### src/j1939_consts.svh
`ifndef J1939_CONSTS_SVH
`define J1939_CONSTS_SVH

// Register byte offsets on the AHB-Lite slave.
`define OFS_NODE_ADDR 8'h00
`define OFS_STATUS 8'h04
`define OFS_TX_ID 8'h08
`define OFS_TX_OUT 8'h0c
`define OFS_RX_DATA 8'h10
`define OFS_RX_INFO 8'h14
`define OFS_NAME_LO 8'h18
`define OFS_NAME_HI 8'h1c
`define OFS_PEER_LO 8'h20
`define OFS_PEER_HI 8'h24

// Special node addresses and the first global PDU format value.
`define ADDR_NULL 8'hfe
`define ADDR_GLOBAL 8'hff
`define PF_GLOBAL_MIN 8'hf0
`define RST_NODE_ADDR 8'hfe

// Identifier field positions.
`define ID_SA_LSB 0
`define ID_PS_LSB 8
`define ID_PF_LSB 16
`define ID_DP_BIT 24
`define ID_EDP_BIT 25
`define ID_PRIO_LSB 26
`define NAME_ARB_BIT 63

// Status register bit positions.
`define ST_TX_ERR 0
`define ST_TX_BUSY 1
`define ST_RX_EMPTY 2
`define ST_NAME_WINS 3
`define ST_OWN_ARB 4
`define ST_PEER_ARB 5
`define ST_COUNT_LSB 8

// Receive buffer depth.
`define FIFO_DEPTH 16

`endif

### src/j1939_pkg.sv
package j1939_pkg;

    typedef logic [28:0] can_id_t;

    typedef struct packed {
        logic [2:0] prio;
        logic edp;
        logic dp;
        logic [7:0] pf;
        logic [7:0] ps;
        logic [7:0] sa;
    } id_fields_s;

    typedef enum logic [1:0] {
        BUS_IDLE = 2'b01,
        BUS_WR_WAIT = 2'b10
    } bus_state_e;

endpackage : j1939_pkg

### src/j1939_id_address_filter.sv
`timescale 1ns/100ps
`include "j1939_consts.svh"

module j1939_fifo #(
    parameter int WIDTH = 29,
    parameter int DEPTH = 16
) (
    // Clock and reset
    input wire logic i_clk,
    input wire logic i_rst,
    // Filling side
    input wire logic i_in_valid,
    output logic o_in_ready,
    input wire logic [WIDTH-1:0] i_in_data,
    // Draining side
    output logic o_out_valid,
    input wire logic i_out_ready,
    output logic [WIDTH-1:0] o_out_data,
    output logic [$clog2(DEPTH+1)-1:0] o_count
);
    localparam int AW = $clog2(DEPTH);
    localparam int CW = $clog2(DEPTH+1);

    logic [WIDTH-1:0] mem_reg [DEPTH];
    logic [AW-1:0] wr_ptr_reg;
    logic [AW-1:0] rd_ptr_reg;
    logic [CW-1:0] count_reg;
    logic push;
    logic pop;

    assign o_in_ready = (count_reg != CW'(DEPTH));
    assign o_out_valid = (count_reg != '0);
    assign o_out_data = mem_reg[rd_ptr_reg];
    assign o_count = count_reg;
    assign push = i_in_valid && o_in_ready;
    assign pop = i_out_ready && o_out_valid;

    always_ff @(posedge i_clk) begin
        if (push) begin
            mem_reg[wr_ptr_reg] <= i_in_data;
        end
    end

    always_ff @(posedge i_clk or posedge i_rst) begin
        if (i_rst) begin
            wr_ptr_reg <= '0;
            rd_ptr_reg <= '0;
            count_reg <= '0;
        end else begin
            if (push) begin
                wr_ptr_reg <= (wr_ptr_reg == AW'(DEPTH-1)) ? '0
                                                            : wr_ptr_reg + 1'b1;
            end
            if (pop) begin
                rd_ptr_reg <= (rd_ptr_reg == AW'(DEPTH-1)) ? '0
                                                            : rd_ptr_reg + 1'b1;
            end
            if (push && !pop) begin
                count_reg <= count_reg + 1'b1;
            end else if (pop && !push) begin
                count_reg <= count_reg - 1'b1;
            end
        end
    end
endmodule : j1939_fifo

//Contract
//- Frames use 29-bit extended identifiers
//- Source address is identifier bits 7..0
//- PGN is identifier bits 25..8
//- PF below 0xF0 is destination-specific
//- Global frames: PS is group extension
//- Specific frames: PS is destination address
//- EDP sent as zero, DP free
//- Address 254 is null address
//- Address 255 is global destination
//- Own address reads 254 until assigned
//- Assigned address: accept global or own only
//- Null or global address: pass everything
//- No address: send only valid source
//- Valid address replaces outgoing source address
//- No address, invalid source: reject, error
//- Lower 64-bit name has higher priority
//- Name bit 63 set ranks lower
module j1939_id_address_filter
    import j1939_pkg::*;
#(
    parameter int FIFO_DEPTH = `FIFO_DEPTH
) (
    // Clock and reset
    input wire logic I_REF_CLK,
    input wire logic I_RST,
    // AHB-Lite slave
    input wire logic I_HSEL,
    input wire logic [31:0] I_HADDR,
    input wire logic [1:0] I_HTRANS,
    input wire logic I_HWRITE,
    input wire logic [2:0] I_HSIZE,
    input wire logic [31:0] I_HWDATA,
    input wire logic I_HREADY,
    output logic O_HREADYOUT,
    output logic [31:0] O_HRDATA,
    output logic O_HRESP,
    // Received frames from the CAN controller
    input wire logic I_RX_VALID,
    input wire logic [28:0] I_RX_ID,
    output logic O_RX_READY,
    // Frames to the CAN controller
    output logic O_TX_VALID,
    output logic [28:0] O_TX_ID,
    input wire logic I_TX_READY
);
    localparam int CW = $clog2(FIFO_DEPTH+1);

    function automatic logic addr_valid(input logic [7:0] a);
        return (a != `ADDR_NULL) && (a != `ADDR_GLOBAL);
    endfunction : addr_valid

    function automatic logic pf_global(input logic [7:0] pf);
        return pf >= `PF_GLOBAL_MIN;
    endfunction : pf_global

    function automatic logic [17:0] pgn_of(input can_id_t id);
        id_fields_s f;
        f = id_fields_s'(id);
        // A specific frame's PS is an address, not part of the PGN.
        return {f.edp, f.dp, f.pf, pf_global(f.pf) ? f.ps : 8'h00};
    endfunction : pgn_of

    function automatic logic rx_pass(input can_id_t id, input logic [7:0] own);
        id_fields_s f;
        f = id_fields_s'(id);
        if (!addr_valid(own)) begin
            return 1'b1;
        end
        return pf_global(f.pf) || (f.ps == `ADDR_GLOBAL) || (f.ps == own);
    endfunction : rx_pass

    bus_state_e bus_state_reg;
    logic [7:0] wr_addr_reg;
    logic hreadyout_reg;
    logic [31:0] hrdata_reg;
    logic [7:0] node_addr_reg;
    logic addr_written_reg;
    logic [31:0] name_lo_reg;
    logic [31:0] name_hi_reg;
    logic [31:0] peer_lo_reg;
    logic [31:0] peer_hi_reg;
    logic tx_err_reg;
    logic tx_valid_reg;
    can_id_t tx_id_reg;
    logic cap_valid_reg;
    can_id_t cap_id_reg;
    logic rx_ready_reg;

    logic addr_ok;
    logic wr_en;
    logic wr_tx;
    logic tx_reject;
    logic name_wins;
    logic fifo_in_valid;
    logic fifo_in_ready;
    logic fifo_out_valid;
    logic fifo_pop;
    can_id_t fifo_out_data;
    logic [CW-1:0] fifo_count;
    logic cap_accept;
    logic cap_done;
    logic cap_next;
    id_fields_s tx_f;
    id_fields_s head_f;
    logic [31:0] status_word;
    logic [31:0] rd_mux;

    assign addr_ok = I_HSEL && I_HTRANS[1] && I_HREADY;
    assign wr_en = (bus_state_reg == BUS_WR_WAIT);
    assign wr_tx = wr_en && (wr_addr_reg == `OFS_TX_ID) && !tx_valid_reg;
    assign tx_f = id_fields_s'(I_HWDATA[28:0]);
    assign tx_reject = !addr_valid(node_addr_reg) && !addr_valid(tx_f.sa);
    // Bit 63 is the top bit, so a plain compare ranks capable names lower.
    assign name_wins = {name_hi_reg, name_lo_reg} < {peer_hi_reg, peer_lo_reg};
    assign head_f = id_fields_s'(fifo_out_data);

    always_comb begin
        status_word = '0;
        status_word[`ST_TX_ERR] = tx_err_reg;
        status_word[`ST_TX_BUSY] = tx_valid_reg;
        status_word[`ST_RX_EMPTY] = !fifo_out_valid;
        status_word[`ST_NAME_WINS] = name_wins;
        status_word[`ST_OWN_ARB] = name_hi_reg[`NAME_ARB_BIT-32];
        status_word[`ST_PEER_ARB] = peer_hi_reg[`NAME_ARB_BIT-32];
        status_word[`ST_COUNT_LSB +: CW] = fifo_count;
    end

    always_comb begin
        case (I_HADDR[7:0])
            `OFS_NODE_ADDR: rd_mux = {24'h000000, node_addr_reg};
            `OFS_STATUS: rd_mux = status_word;
            `OFS_TX_OUT: rd_mux = {3'h0, tx_id_reg};
            `OFS_RX_DATA: rd_mux = {3'h0, fifo_out_data};
            `OFS_RX_INFO: rd_mux = {1'b0, head_f.prio, 1'b0,
                                    pf_global(head_f.pf), head_f.ps,
                                    pgn_of(fifo_out_data)};
            `OFS_NAME_LO: rd_mux = name_lo_reg;
            `OFS_NAME_HI: rd_mux = name_hi_reg;
            `OFS_PEER_LO: rd_mux = peer_lo_reg;
            `OFS_PEER_HI: rd_mux = peer_hi_reg;
            default: rd_mux = 32'h00000000;
        endcase
    end

    // Writes take one wait state so a following read sees the new value.
    always_ff @(posedge I_REF_CLK or posedge I_RST) begin
        if (I_RST) begin
            bus_state_reg <= BUS_IDLE;
            wr_addr_reg <= 8'h00;
            hreadyout_reg <= 1'b1;
        end else begin
            case (bus_state_reg)
                BUS_IDLE: begin
                    if (addr_ok && I_HWRITE) begin
                        bus_state_reg <= BUS_WR_WAIT;
                        wr_addr_reg <= I_HADDR[7:0];
                        hreadyout_reg <= 1'b0;
                    end
                end
                BUS_WR_WAIT: begin
                    bus_state_reg <= BUS_IDLE;
                    hreadyout_reg <= 1'b1;
                end
                default: begin
                    bus_state_reg <= BUS_IDLE;
                    hreadyout_reg <= 1'b1;
                end
            endcase
        end
    end

    // Reading the receive data register pops the buffer head.
    assign fifo_pop = addr_ok && !I_HWRITE && hreadyout_reg &&
                      (I_HADDR[7:0] == `OFS_RX_DATA);

    always_ff @(posedge I_REF_CLK or posedge I_RST) begin
        if (I_RST) begin
            hrdata_reg <= 32'h00000000;
        end else if (addr_ok && !I_HWRITE && hreadyout_reg) begin
            hrdata_reg <= rd_mux;
        end
    end

    always_ff @(posedge I_REF_CLK or posedge I_RST) begin
        if (I_RST) begin
            node_addr_reg <= `RST_NODE_ADDR;
            addr_written_reg <= 1'b0;
            name_lo_reg <= 32'h00000000;
            name_hi_reg <= 32'h00000000;
            peer_lo_reg <= 32'h00000000;
            peer_hi_reg <= 32'h00000000;
        end else if (wr_en) begin
            case (wr_addr_reg)
                `OFS_NODE_ADDR: begin
                    node_addr_reg <= I_HWDATA[7:0];
                    addr_written_reg <= 1'b1;
                end
                `OFS_NAME_LO: name_lo_reg <= I_HWDATA;
                `OFS_NAME_HI: name_hi_reg <= I_HWDATA;
                `OFS_PEER_LO: peer_lo_reg <= I_HWDATA;
                `OFS_PEER_HI: peer_hi_reg <= I_HWDATA;
                default: begin
                end
            endcase
        end
    end

    // A write while a frame is still pending is dropped.
    always_ff @(posedge I_REF_CLK or posedge I_RST) begin
        if (I_RST) begin
            tx_valid_reg <= 1'b0;
            tx_id_reg <= '0;
        end else if (wr_tx && !tx_reject) begin
            tx_valid_reg <= 1'b1;
            tx_id_reg[28:26] <= tx_f.prio;
            tx_id_reg[`ID_EDP_BIT] <= 1'b0;
            tx_id_reg[`ID_DP_BIT] <= tx_f.dp;
            tx_id_reg[23:8] <= {tx_f.pf, tx_f.ps};
            if (addr_valid(node_addr_reg)) begin
                tx_id_reg[7:0] <= node_addr_reg;
            end else begin
                tx_id_reg[7:0] <= tx_f.sa;
            end
        end else if (tx_valid_reg && I_TX_READY) begin
            tx_valid_reg <= 1'b0;
        end
    end

    // Error is write-one-to-clear; a new error in the same cycle wins.
    always_ff @(posedge I_REF_CLK or posedge I_RST) begin
        if (I_RST) begin
            tx_err_reg <= 1'b0;
        end else if (wr_tx && tx_reject) begin
            tx_err_reg <= 1'b1;
        end else if (wr_en && (wr_addr_reg == `OFS_STATUS) &&
                     I_HWDATA[`ST_TX_ERR]) begin
            tx_err_reg <= 1'b0;
        end
    end

    assign cap_accept = rx_pass(cap_id_reg, node_addr_reg);
    assign fifo_in_valid = cap_valid_reg && cap_accept;
    assign cap_done = cap_valid_reg && (!cap_accept || fifo_in_ready);
    assign cap_next = cap_valid_reg ? !cap_done : (I_RX_VALID && rx_ready_reg);

    always_ff @(posedge I_REF_CLK or posedge I_RST) begin
        if (I_RST) begin
            cap_valid_reg <= 1'b0;
            cap_id_reg <= '0;
            rx_ready_reg <= 1'b1;
        end else begin
            cap_valid_reg <= cap_next;
            rx_ready_reg <= !cap_next;
            if (!cap_valid_reg && I_RX_VALID && rx_ready_reg) begin
                cap_id_reg <= I_RX_ID;
            end
        end
    end

    j1939_fifo #(
        .WIDTH(29),
        .DEPTH(FIFO_DEPTH)
    ) u_rx_fifo (
        .i_clk(I_REF_CLK),
        .i_rst(I_RST),
        .i_in_valid(fifo_in_valid),
        .o_in_ready(fifo_in_ready),
        .i_in_data(cap_id_reg),
        .o_out_valid(fifo_out_valid),
        .i_out_ready(fifo_pop),
        .o_out_data(fifo_out_data),
        .o_count(fifo_count)
    );

    assign O_HREADYOUT = hreadyout_reg;
    assign O_HRDATA = hrdata_reg;
    assign O_HRESP = 1'b0;
    assign O_RX_READY = rx_ready_reg;
    assign O_TX_VALID = tx_valid_reg;
    assign O_TX_ID = tx_id_reg;
endmodule : j1939_id_address_filter

### config.mk
export PLATFORM = sky130hd
export DESIGN_NAME = j1939_id_address_filter
export DESIGN_NICKNAME = d
export VERILOG_FILES = /design/src/j1939_pkg.sv /design/src/j1939_id_address_filter.sv
export VERILOG_INCLUDE_DIRS = /design/src
export SDC_FILE = /design/constraint.sdc
export NUM_CORES = 1
export LEC_CHECK = 0
export BUFFER_PORTS_ARGS = -buffer_cell sky130_fd_sc_hd__clkbuf_2
export CAP_MARGIN = 25
export CORE_UTILIZATION = 25
export CTS_BUF_LIST = sky130_fd_sc_hd__clkbuf_8
export CTS_CLUSTER_DIAMETER = 40
export DETAILED_ROUTE_END_ITERATION = 8
export PLACE_DENSITY_LB_ADDON = 0.2
export RECOVER_POWER = 100
export SLEW_MARGIN = 30
export SYNTH_ARGS = -nofsm -noshare
export SYNTH_HDL_FRONTEND = slang
export SYNTH_SLANG_ARGS = --single-unit
### constraint.sdc
create_clock -name I_REF_CLK -period 11.69 [get_ports I_REF_CLK]
set_input_delay 2.338 -clock I_REF_CLK [delete_from_list [all_inputs] [get_ports I_REF_CLK]]
set_output_delay 2.338 -clock I_REF_CLK [all_outputs]
set_load 0.05 [all_outputs]
# After elaboration in Yosys (flattened, before gate mapping)
# Memory sizes are Yosys's and may differ from the RTL's.
# Index checks and enable logic that the tools add are counted.
# classes
add_sub_neg	4
order_cmp	3
n_eq_ne	26
muxes	19
n_reduce_logical	52
# op_table
op	count
case mux 32 bit (9 select lines)	1
less-than comparator 64 bit	1
equality test 8 x 5 -> 1 bit (second input constant)	6
equality test 8 x 6 -> 1 bit (second input constant)	4
!= test 8 bit (second input constant)	4
logical AND 1 bit	25
equality test 8 x 3 -> 1 bit (second input constant)	2
equality test 8 x 4 -> 1 bit (second input constant)	2
>= comparator 8 bit (second input constant)	2
logical NOT 8 bit	2
2-to-1 mux 8 bit	2
logical NOT 1 bit	12
AND reduction 2 bit	6
2-to-1 mux 1 bit	10
2-to-1 mux 5 bit	2
adder 4 x 1 -> 4 bit (second input constant)	2
equality test 4 bit (second input constant)	2
equality test 8 bit	1
equality test 8 bit (second input constant)	1
2-to-1 mux 4 bit	2
nonzero test 2 bit	3
adder 5 x 1 -> 5 bit (second input constant)	1
!= test 5 bit (second input constant)	1
nonzero test 5 bit	1
6 further kinds	9
# word_totals
regBits	253
ramBits	464
n_memories	1
# mem_list
memory	words	width	read_ports	rd_ports_with_merged_regs	write_ports	line_no	rtl
u_rx_fifo.mem_reg	16	29	1	0	1	j1939_id_address_filter.sv:24	logic [WIDTH-1:0] mem_reg [DEPTH];

# Logic depth before layout (Yosys ltp)
# Gate-level depths: netlist of the first run.
# logic_depth
word_depth	10
mapped_depth	14

# Cells and area by module
# A second synthesis of the first run with hierarchy kept.
# hier_totals
hier_cells	2034
hier_area_um2	30688.2
# by_module_without_submodules
module	instances	cells_each	area_each_um2
j1939_fifo	1	939	18711.7
j1939_id_address_filter	1	1095	11976.5

# Least setup slack after synthesis of the first run
# No wires, ideal clock.
# synth_path
path_kind	in2reg
from	in I_HADDR[0]
to	reg u_rx_fifo.count_reg[4], in the netlist u_rx_fifo.o_count[4]
arrival_ns	4.718
slack_ns	6.847
stages	12
n_path_buf	1
path_cell_list	nor4_1 -> and2_1 -> clkbuf_1 -> nand3_1 -> ha_1 -> inv_1 -> ha_1 -> a21o_1 -> a21oi_1 -> xnor2_1 -> nor2_1 -> xor2_1
# synth_via
elab_chain_len	6
elab_cells_between_ends	8
cone_classes	eq/ne (1); mux (1); reduce/logical (6)
# synth_lines
item	line_no	rtl
start, declared	j1939_id_address_filter.sv:95	input wire logic [31:0] I_HADDR,
equality test 8 x 5 -> 1 bit *	-	
logical AND 1 bit *	j1939_id_address_filter.sv:240	assign fifo_pop = addr_ok && !I_HWRITE && hreadyout_reg &&
logical AND 1 bit *	j1939_id_address_filter.sv:36	assign pop = i_out_ready && o_out_valid;
logical NOT 1 bit	j1939_id_address_filter.sv:58	if (push && !pop) begin
logical AND 1 bit	j1939_id_address_filter.sv:58	
2-to-1 mux 5 bit or nonzero test 2 bit (tied branches)	-	
end signal, assigned	j1939_id_address_filter.sv:59	count_reg <= count_reg + 1'b1;
end signal, assigned	j1939_id_address_filter.sv:61	count_reg <= count_reg - 1'b1;
end, declared	j1939_id_address_filter.sv:27	logic [CW-1:0] count_reg;
# Mark *: on every way between the ends. The rest lies on a longest branch, timed or not.
# A chain may end at the register's enable or synchronous reset.

# Worst setup path after layout of the first run
# layout_path
from	in I_HSEL
to	reg hrdata_reg[3], in the netlist O_HRDATA[3]
# layout_via
elab_chain_len	4
# layout_lines
item	line_no	rtl
start, declared	j1939_id_address_filter.sv:94	input wire logic I_HSEL,
logical AND 1 bit (2 in series)	j1939_id_address_filter.sv:175	assign addr_ok = I_HSEL && I_HTRANS[1] && I_HREADY;
logical AND 1 bit (2 in series)	j1939_id_address_filter.sv:246	end else if (addr_ok && !I_HWRITE && hreadyout_reg) begin
end signal, assigned	j1939_id_address_filter.sv:247	hrdata_reg <= rd_mux;
end, declared	j1939_id_address_filter.sv:142	logic [31:0] hrdata_reg;
# Every way passes these cells.

==> results.yml, run 1 <==
die:
  die_area_um2: 123000
  dieHeight_um: 350
  core-area_um2: 120000
  start_util_pct: 25.2
  ios: 170
  num_rows: 127
  die_w_um: 350
synthesis:
  ys_warn_count: 0
  syn_inst: 1868
  synth_edf_count: 464
  synth_seq_cells: 716
  syn_avg_cell_area_um2: 16.2
  ys_async_sr_fraction_pct: 35.2
  ys.flop_type: "edfxtp_1"
  syn_area_um2: 30300
  ys_seq_area_share_pct: 66.8
  ys_types: 67
critical_path:
  critPathMaxStageDelay_ns: 1.50
  crit_fanout: 32
  crit_start: "I_HSEL"
  cp.arrival_ns: 6.59
  r2r_start: "u_rx_fifo.rd_ptr_reg[0]"
  cp-start-kind: "input pin"
  rrSetupSlack_ns: 6.09
  required_ns: 12.41
  cp-end-kind: "flop"
  path_class: "in -> reg"
  path_cells: "clkbuf_2 > nand4_1 > nor2_4 > clkbuf_1 > nand3_1 > or4_1 > a2111oi_0 > a21o_1"
  slowest_stage: "clkbuf_1"
  r2r-end: "O_HRDATA[25]"
  r2r_cells: 6
layout:
  drive_gt1_share_pct: 26.1
  seq_area_um2: 20300
  final_nets: 2273
  largest_register_ffs: 464
  design_area_um2: 35500
  nFillCells: 12100
  multi_input_area_um2: 9280
  syn_to_final_growth_pct: 17.0
global_route:
  grt_max_degree: 160
  gr-total-overflow: 0
  grt_pass1_vias: 18800
  grt_pass1_wl_um: 134000
  antenna_found_initial: 5
  grt_use_total_pct: 15.2
cts:
  cts-resized-gates: 0
  clock-root-buffer: "clkbuf_8"
  clkLatencyLatePin_ns: 0.80
  cts_setup_buffers: 0
  path_clk_slew_ns: 0.05
  cts_buffers: 136
  cts_tree: "yes"
  clk_path_buf_depth: 3
  htreeDepth: 4
  cts-hold-fix-buffers: 0
  clock-sinks: 716
sta:
  fin_ws_ns: 5.81
  clock.fmax_ghz: 0.170
  fin_hold_ws_ns: 0.486
  period_share_pct: 50.3
  rsz0062_at_grt: "no"
  finalSetupTns_ns: 0
  finalSetupViolations: 0
  timing.final.crit_period_ns: 5.88
  hold_violations: 0
  finClkSkew_ns: 0.0295
  timing.max_slew.rel_slack_pct: -196
  finalMaxSlewViolations: 802
  worst_pin_slew_ns: 4.44
placed_design:
  gp_congestion: 0.813
  dp_slack_ns: 6.50
  dpl_cell_area_um2: 33000
  port_buffers: 139
  hpwlAfterDp_um: 56100
drt:
  drc: 0
  ant_nets: 0
  drt-total-wl_um: 92100
  top_layer_used: "met5"
  via_count: 17800
  vias_per_cell: 4.66
  firstDrtPassIters: 6
  wl_per_cell_um: 24.1
  dr.first_iter.drc_count: 1516
  wl_met1_um: 41300
  dr_wl_met3_um: 4990
  wl_met2_um: 44200
min_path:
  whs_path_depth: 1
  hold_class: "reg -> reg"
  hp-start: "O_HRDATA[21]"
  min_to: "O_HRDATA[21]"
pwr:
  power.total_mw: 5.91
  clockPowerShare_pct: 41.8
  peakVddDrop_uv: 108
  power.internal_mw: 4.41
  p_leak_nw: 12.9
  powerDensity_nw_per_um2: 166
  p_seq_share_pct: 52.2
  switching_power_mw: 1.50
  switching_share_pct: 25.3
  power_frac_comb_pct: 6.0
outcome:
  status: "finished, violations left"
  violations: "max-capacitance violations, max-slew violations"
job:
  drv_cap: 26
[cell families (layout without fill, tap and decap cells)]
kind of cell    count (synthesis)  in the layout  synth area share [%]
flops                         716            716                  66.8
fa+ha+maj                      73             73                  3.04
simple gates                  335            335                  5.20
other cells                     1              6                0.0124
buf+inv                       177            510                  2.65
compound gates                255            255                  5.70
xor+xnor                       15             15                 0.433
mux                           296            296                  16.2
[worst max-delay path, delay by kind of cell]
family	cells	cell delay (ns)
buffers and inverters	2	1.58
AO/OA/AOI/OAI	2	0.46
AND/OR/NAND/NOR	4	2.20
[metal layers]
metal  global-route usage [%]  up-vias
met2                     24.8      504
li1                         -     7762
met5                        0        -
met4                     3.96        4
met1                     20.3     9392
met3                     3.37      125
[layout make-up]
class	count	share of cell area (%)
clock buffer	150	5.82
inverter	81	0.861
clock inverter	95	1.84
timing repair buffer	184	2.48
multi-input combinational	976	26.2
sequential	716	57.1
tap	1612	5.69
antenna	4	0.0282
[cells in the final DEF, fill, tap and decap left out, types with 38 or more instances in the layout]
cell	netlist	routed
clkbuf_2	0	66
nor2_1	41	38
a22oi_1	41	41
nand2_1	174	174
clkbuf_8	0	150
dfrtp_1	243	239
ha_1	72	72
mux4_2	135	135
inv_1	81	128
clkbuf_1	53	99
mux2_2	144	144
edfxtp_1	464	464
o21ai_0	69	70
a21oi_1	50	50
[cells in the mapped netlist, drive strengths merged, types with 4 or more instances]
cell	count	area, µm²
and2	22	138
a31oi	12	75.1
buf	43	299
clkbuf	53	199
nor2	41	154
nor4b	5	62.6
o22ai	5	31.3
a22oi	41	308
a221oi	12	130
and4	4	35.0
a41oi	7	61.3
edfxtp	464	13900
xnor2	13	114
o21ai	71	355
mux2	144	1620
a21o	5	37.5
a222oi	24	240
mux2i	13	130
nor3b	4	30.0
and3	5	31.3
mux4	139	3150
nand2	174	653
nand4	24	150
dfstp	9	236
a21oi	50	250
nand3	32	160
ha	72	901
dfrtp	243	6080
inv	81	304
nor4	7	43.8
[metrics by stage]
stage,util (%),std cells
6_report,29.5,3818
5_1_grt,29.5,3816
4_1_cts,29.7,3813
3_5_place_dp,27.4,3568
3_3_place_gp,27.4,3568
2_1_floorplan,-,1869
[power by group through the flow]
stage                     clock [mW]  combinational (mW)  sequential (mW)
after floorplan                    0               0.190             3.11
after global placement             0               0.361             3.12
after detailed placement           0               0.365             3.14
after CTS                       2.55               0.367             3.09
after global routing            2.67               0.392             3.11
final                           2.47               0.354             3.08
[worst max-delay path by stage]
stage	to	slack, ns	cells after the start
final	O_HRDATA[3]	5.81	8
after global routing	O_HRDATA[0]	5.42	9
after CTS	u_rx_fifo.o_count[4]	7.37	13
after detailed placement	u_rx_fifo.o_count[4]	6.50	13
after global placement	u_rx_fifo.o_count[4]	6.51	13
after floorplan	O_HRDATA[0]	2.44	1
No activity file was read; power rests on OpenSTA's default activity.
==> inputs of run 2 (changes only) <==
==> constraint.sdc (replaced) <==
create_clock -name I_REF_CLK -period 5.96 [get_ports I_REF_CLK]
set_input_delay 1.192 -clock I_REF_CLK [delete_from_list [all_inputs] [get_ports I_REF_CLK]]
set_output_delay 1.192 -clock I_REF_CLK [all_outputs]
set_load 0.05 [all_outputs]
==> run 2 against run 1 <==
  * The run still ends with max-capacitance violations, max-slew violations left
  * Power rose by 96%
  * Combinational power rose by 97%
  * Worst setup slack got worse by 4.7 ns
  * Clock-buffer cell count rose by 2
  * Sequential share of layout area barely moved
  * Routed wire length rose by 1.1%
  * Clock skew rose by 0.0052 ns
  * Register-to-register slack got worse by 5.0 ns
  * Highest routed layer unchanged
==> results.yml, run 2 (synthesis results as in run 1) <==
outcome:
  status: "finished, violations left"
  violations: "max-capacitance violations, max-slew violations"
drt:
  dr.first_iter.drc_count: 1257
  drt-total-wl_um: 93200
  wl_per_cell_um: 24.4
  via_count: 17700
  drc: 0
  firstDrtPassIters: 6
  vias_per_cell: 4.65
  ant_nets: 0
die:
  die_area_um2: 123000
  die_w_um: 350
  start_util_pct: 25.2
  ios: 170
  dieHeight_um: 350
  num_rows: 127
  core-area_um2: 120000
global_route:
  grt_max_degree: 103
  grt_pass1_wl_um: 134000
  grt_busiest_layer: "met2"
  grt_pass1_vias: 18900
  grtUsageMet1_pct: 20.2
  gr-usage-met3_pct: 3.36
  grt_use_total_pct: 15.3
  grt_use_met2_pct: 24.6
  antenna_found_initial: 3
  gr-total-overflow: 0
critical_path:
  crit_fanout: 18
  cp-end-kind: "flop"
  cp.arrival_ns: 5.29
  r2r-end: "u_rx_fifo.mem_reg[12][18]"
  required_ns: 6.39
  slowest_stage: "and2_0"
  r2r_start: "cap_id_reg[20]"
  path_cells: "clkbuf_1 > nand4_1 > o211ai_1 > o211a_1 > and3_1 > and2_0 > clkbuf_2"
  rrSetupSlack_ns: 1.10
  cp-start-kind: "flop"
  critPathMaxStageDelay_ns: 1.09
  r2r_cells: 7
  path_class: "reg -> reg"
sta:
  hold_violations: 0
  finClkSkew_ns: 0.0347
  finalSetupViolations: 0
  rsz0062_at_grt: "no"
  timing.final.crit_period_ns: 4.86
  timing.max_slew.rel_slack_pct: -103
  finalSetupTns_ns: 0
  worst_pin_slew_ns: 3.05
  fin_ws_ns: 1.10
  period_share_pct: 81.5
  clock.fmax_ghz: 0.206
  finalMaxSlewViolations: 390
layout:
  final_common_cell: "edfxtp_1"
  final_nets: 2273
  final_cell_mix: "edfxtp_1 (464), dfrtp_1 (240), nand2_1 (174)"
  drive_gt1_share_pct: 26.8
  largest_register_ffs: 464
  syn_to_final_growth_pct: 17.1
cts:
  cts_tree: "yes"
  cts_setup_buffers: 0
  cts_buffers: 134
  clk_path_buf_depth: 3
  clock-sinks: 716
  clkLatencyLatePin_ns: 0.83
  cts-hold-fix-buffers: 0
  path_clk_slew_ns: 0.06
  htreeDepth: 4
  clock-root-buffer: "clkbuf_8"
  cts-resized-gates: 0
placed_design:
  port_buffers: 139
  dp_slack_ns: 1.84
  gp_congestion: 0.826
  hpwlAfterDp_um: 59500
pwr:
  p_leak_nw: 13.0
  power.total_mw: 11.5
  powerDensity_nw_per_um2: 325
  peakVddDrop_uv: 211
min_path:
  hold_class: "in -> async"
job:
  drv_cap: 14
-- run 2: changes by cell type in the layout (fill, tap and decap cells not counted), sizes merged --
cell      change
bufinv        -2
diode         -3
buf           +4
clkinvlp      -3
clkinv        -8
inv           +5
-- run 2: per-stage QoR --
| step | utilization, % | cells | cell area (µm²) | hold WS (ns) |
|---|---|---|---|---|
| detailed placement | 27.5 | 3570 | 33000 | 0.477 |
| global route | 29.5 | 3811 | 35500 | 0.345 |
| floorplan | - | 1869 | 30300 | 0.449 |
| global placement | 27.5 | 3568 | 33000 | 0.468 |
| CTS | 29.8 | 3809 | 35700 | 0.234 |
| finish | 29.5 | 3811 | 35500 | 0.354 |
-- run 2: worst max path at each step --
stage,endpoint,startpoint,slack [ns],depth (start not counted)
2_1_floorplan,O_HRDATA[0],I_RST,1.46,1
3_3_place_gp,u_rx_fifo.mem_reg[11][1],node_addr_reg[3],1.92,7
3_5_place_dp,u_rx_fifo.mem_reg[11][5],node_addr_reg[3],1.84,7
4_1_cts,u_rx_fifo.mem_reg[11][19],node_addr_reg[3],1.83,7
5_1_grt,u_rx_fifo.mem_reg[12][18],cap_id_reg[20],0.88,7
6_report,u_rx_fifo.mem_reg[12][18],cap_id_reg[20],1.10,7
-- run 2: final cells by class --
cell class,count,area (µm²)
clock buffers,152,2090
inverters,81,305
repair buffers,186,957
well taps,1612,2020
clock inverters,87,609
diodes,1,2.50
multi-input cells,976,9250
flip-flops and latches,716,20300
fillers,12100,84600
-- run 2: routing by layer --
metal / up-vias / share of wire (%)
met5: - / 0.014
met4: 2 / 2.5
met3: 137 / 5.2
met1: 9318 / 45
met2: 497 / 48
li1: 7773 / -
-- run 2: critical path, delay by kind of cell, from the launching register on --
family | cells | cell delay (ns)
buf+inv | 2 | 1.51
simple gates | 3 | 1.80
flops | 1 | 0.32
compound gates | 2 | 0.81
-- run 2: report_power, final --
part	internal, mW	leakage (nW)	switching [mW]
clock network	2.65	1.55	2.15
registers	5.69	7.21	0.356
logic	0.254	4.23	0.442
total	8.60	13.0	2.95
==> inputs of run 3 (changes only) <==
==> constraint.sdc (replaced) <==
create_clock -name I_REF_CLK -period 4.05 [get_ports I_REF_CLK]
set_input_delay 0.81 -clock I_REF_CLK [delete_from_list [all_inputs] [get_ports I_REF_CLK]]
set_output_delay 0.81 -clock I_REF_CLK [all_outputs]
set_load 0.05 [all_outputs]
==> run 3 against run 2 <==
  * The run still ends with max-capacitance violations, max-slew violations left
  * Worst setup slack lost 0.74 ns
  * Largest power group unchanged
  * Die area is the same
  * Hold slack got worse by 0.14 ns
  * First-iteration DRC count up 17%
  * Utilization increased by 0.41 points
  * Critical path depth grew 1
  * Clock skew increased by 0.0058 ns
  * Combinational power grew 58%
  * Critical path type unchanged
==> results.yml, run 3 (synthesis results as in run 1) <==
drt:
  vias_per_cell: 4.64
  firstDrtPassIters: 7
  wl_per_cell_um: 24.4
  drc: 0
  drt-total-wl_um: 93700
  ant_nets: 0
  via_count: 17800
  dr.first_iter.drc_count: 1472
critical_path:
  path_buf_inv: 2
  path_cells: "nand4_1 > or3_1 > o211ai_1 > o211a_1 > clkbuf_1 > nand3b_1 > nor2_4 > buf_12"
  cp_top_family: "simple AND/OR/NAND/NOR gates"
  required_ns: 4.51
  cp.arrival_ns: 4.15
  cp-end-kind: "flop"
  critPathMaxStageDelay_ns: 0.64
  r2r_cells: 8
  crit_fanout: 23
  path_class: "reg -> reg"
  crit_start: "node_addr_reg[4]"
  cp.depth: 8
  cp-start-kind: "flop"
  slowest_stage: "dfstp_1"
  r2r_start: "node_addr_reg[4]"
cts:
  clock-sinks: 716
  path_clk_slew_ns: 0.06
  clock-root-buffer: "clkbuf_8"
  cts-hold-fix-buffers: 0
  clkLatencyLatePin_ns: 0.81
  cts_buffers: 135
  clk_path_buf_depth: 3
  cts_tree: "yes"
  htreeDepth: 4
  cts_setup_buffers: 0
  cts-resized-gates: 0
placed_design:
  port_buffers: 139
  gp_congestion: 0.832
  hpwlAfterDp_um: 61800
  dpl.cell_count: 3599
layout:
  largest_register_ffs: 464
  final_common_cell: "edfxtp_1"
  utilization_pct: 30.0
  syn_to_final_growth_pct: 18.7
  drive_gt1_share_pct: 28.1
  final_cell_mix: "edfxtp_1 (464), dfrtp_1 (239), nand2_1 (174)"
  stdcell_count: 3844
  final_nets: 2302
  nFillCells: 12100
pwr:
  peakVddDrop_uv: 285
  p_leak_nw: 13.2
  power.total_mw: 17.3
  powerDensity_nw_per_um2: 481
sta:
  worst_pin_slew_ns: 2.54
  hold_violations: 0
  finClkSkew_ns: 0.0405
  rsz0062_at_grt: "no"
  finalSetupTns_ns: 0
  period_share_pct: 91.1
  finalSetupViolations: 0
  finalMaxSlewViolations: 293
  clock.fmax_ghz: 0.271
  timing.max_slew.rel_slack_pct: -69.3
  fin_hold_ws_ns: 0.211
  timing.final.crit_period_ns: 3.69
global_route:
  grt_pass1_vias: 19100
  gr-total-overflow: 0
  grt_max_degree: 86
  antenna_found_initial: 5
  grt_use_total_pct: 15.5
  grt_pass1_wl_um: 136000
die:
  die_area_um2: 123000
  dieHeight_um: 350
  core-area_um2: 120000
  ios: 170
  num_rows: 127
  start_util_pct: 25.2
  die_w_um: 350
job:
  drv_cap: 7
min_path:
  whs_path_depth: 2
  hold_class: "in -> reg"
  hp-start: "I_TX_READY"
outcome:
  violations: "max-capacitance violations, max-slew violations"
  status: "finished, violations left"
[run 3: layer usage]
metal  vias up  GRT usage (%)  share of wire (%)
met3       131           3.04                4.8
met1      9377           20.9                 45
met5         -              0              0.021
met2       495           25.1                 48
li1       7838              -                  -
met4         2           4.31                1.8
[run 3: path summary, 6_finish.rpt]
kind	end	slack [ns]
worst min register to register	O_HRDATA[2]	0.49
worst max register to register	u_rx_fifo.mem_reg[11][18]	0.36
worst min-delay path	O_TX_VALID	0.21
max in group asynchronous	O_TX_ID[17]	0.80
worst max-delay path	u_rx_fifo.mem_reg[11][18]	0.36
min in group asynchronous	name_hi_reg[1]	0.38
[run 3: layout make-up]
cell class                      instances  area (µm²)  share of cell area, %
Tap cell                             1612        2020                   5.61
Clock buffer                          152        2090                   5.81
Sequential cell                       716       20300                   56.3
Clock inverter                         92         718                   2.00
Multi-Input combinational cell        976        9280                   25.8
Inverter                               81         305                  0.848
Antenna cell                            1        2.50                0.00695
Timing Repair Buffer                  214        1310                   3.64
[run 3: worst reg2reg max path, cell delays in order (launching register included)]
cell	delay [ns]
dfstp_1	0.64
nand4_1	0.14
or3_1	0.52
o211ai_1	0.22
o211a_1	0.22
clkbuf_1	0.46
nand3b_1	0.44
nor2_4	0.41
buf_12	0.30
[run 3: report_power, final]
group          leakage, nW  total [mW]  internal (mW)  switching [mW]
logic                 4.41        1.10          0.384           0.718
clock network         1.58        7.32           4.07            3.25
registers             7.21        8.86           8.38           0.489
[run 3: through the flow]
stage | area [µm²] | worst slack, ns
after detailed placement | 33400 | 0.538
final | 36000 | 0.360
after CTS | 36200 | 0.672
after floorplan | 30300 | -0.0683
after global placement | 33400 | 0.496
after global routing | 36000 | 0.215
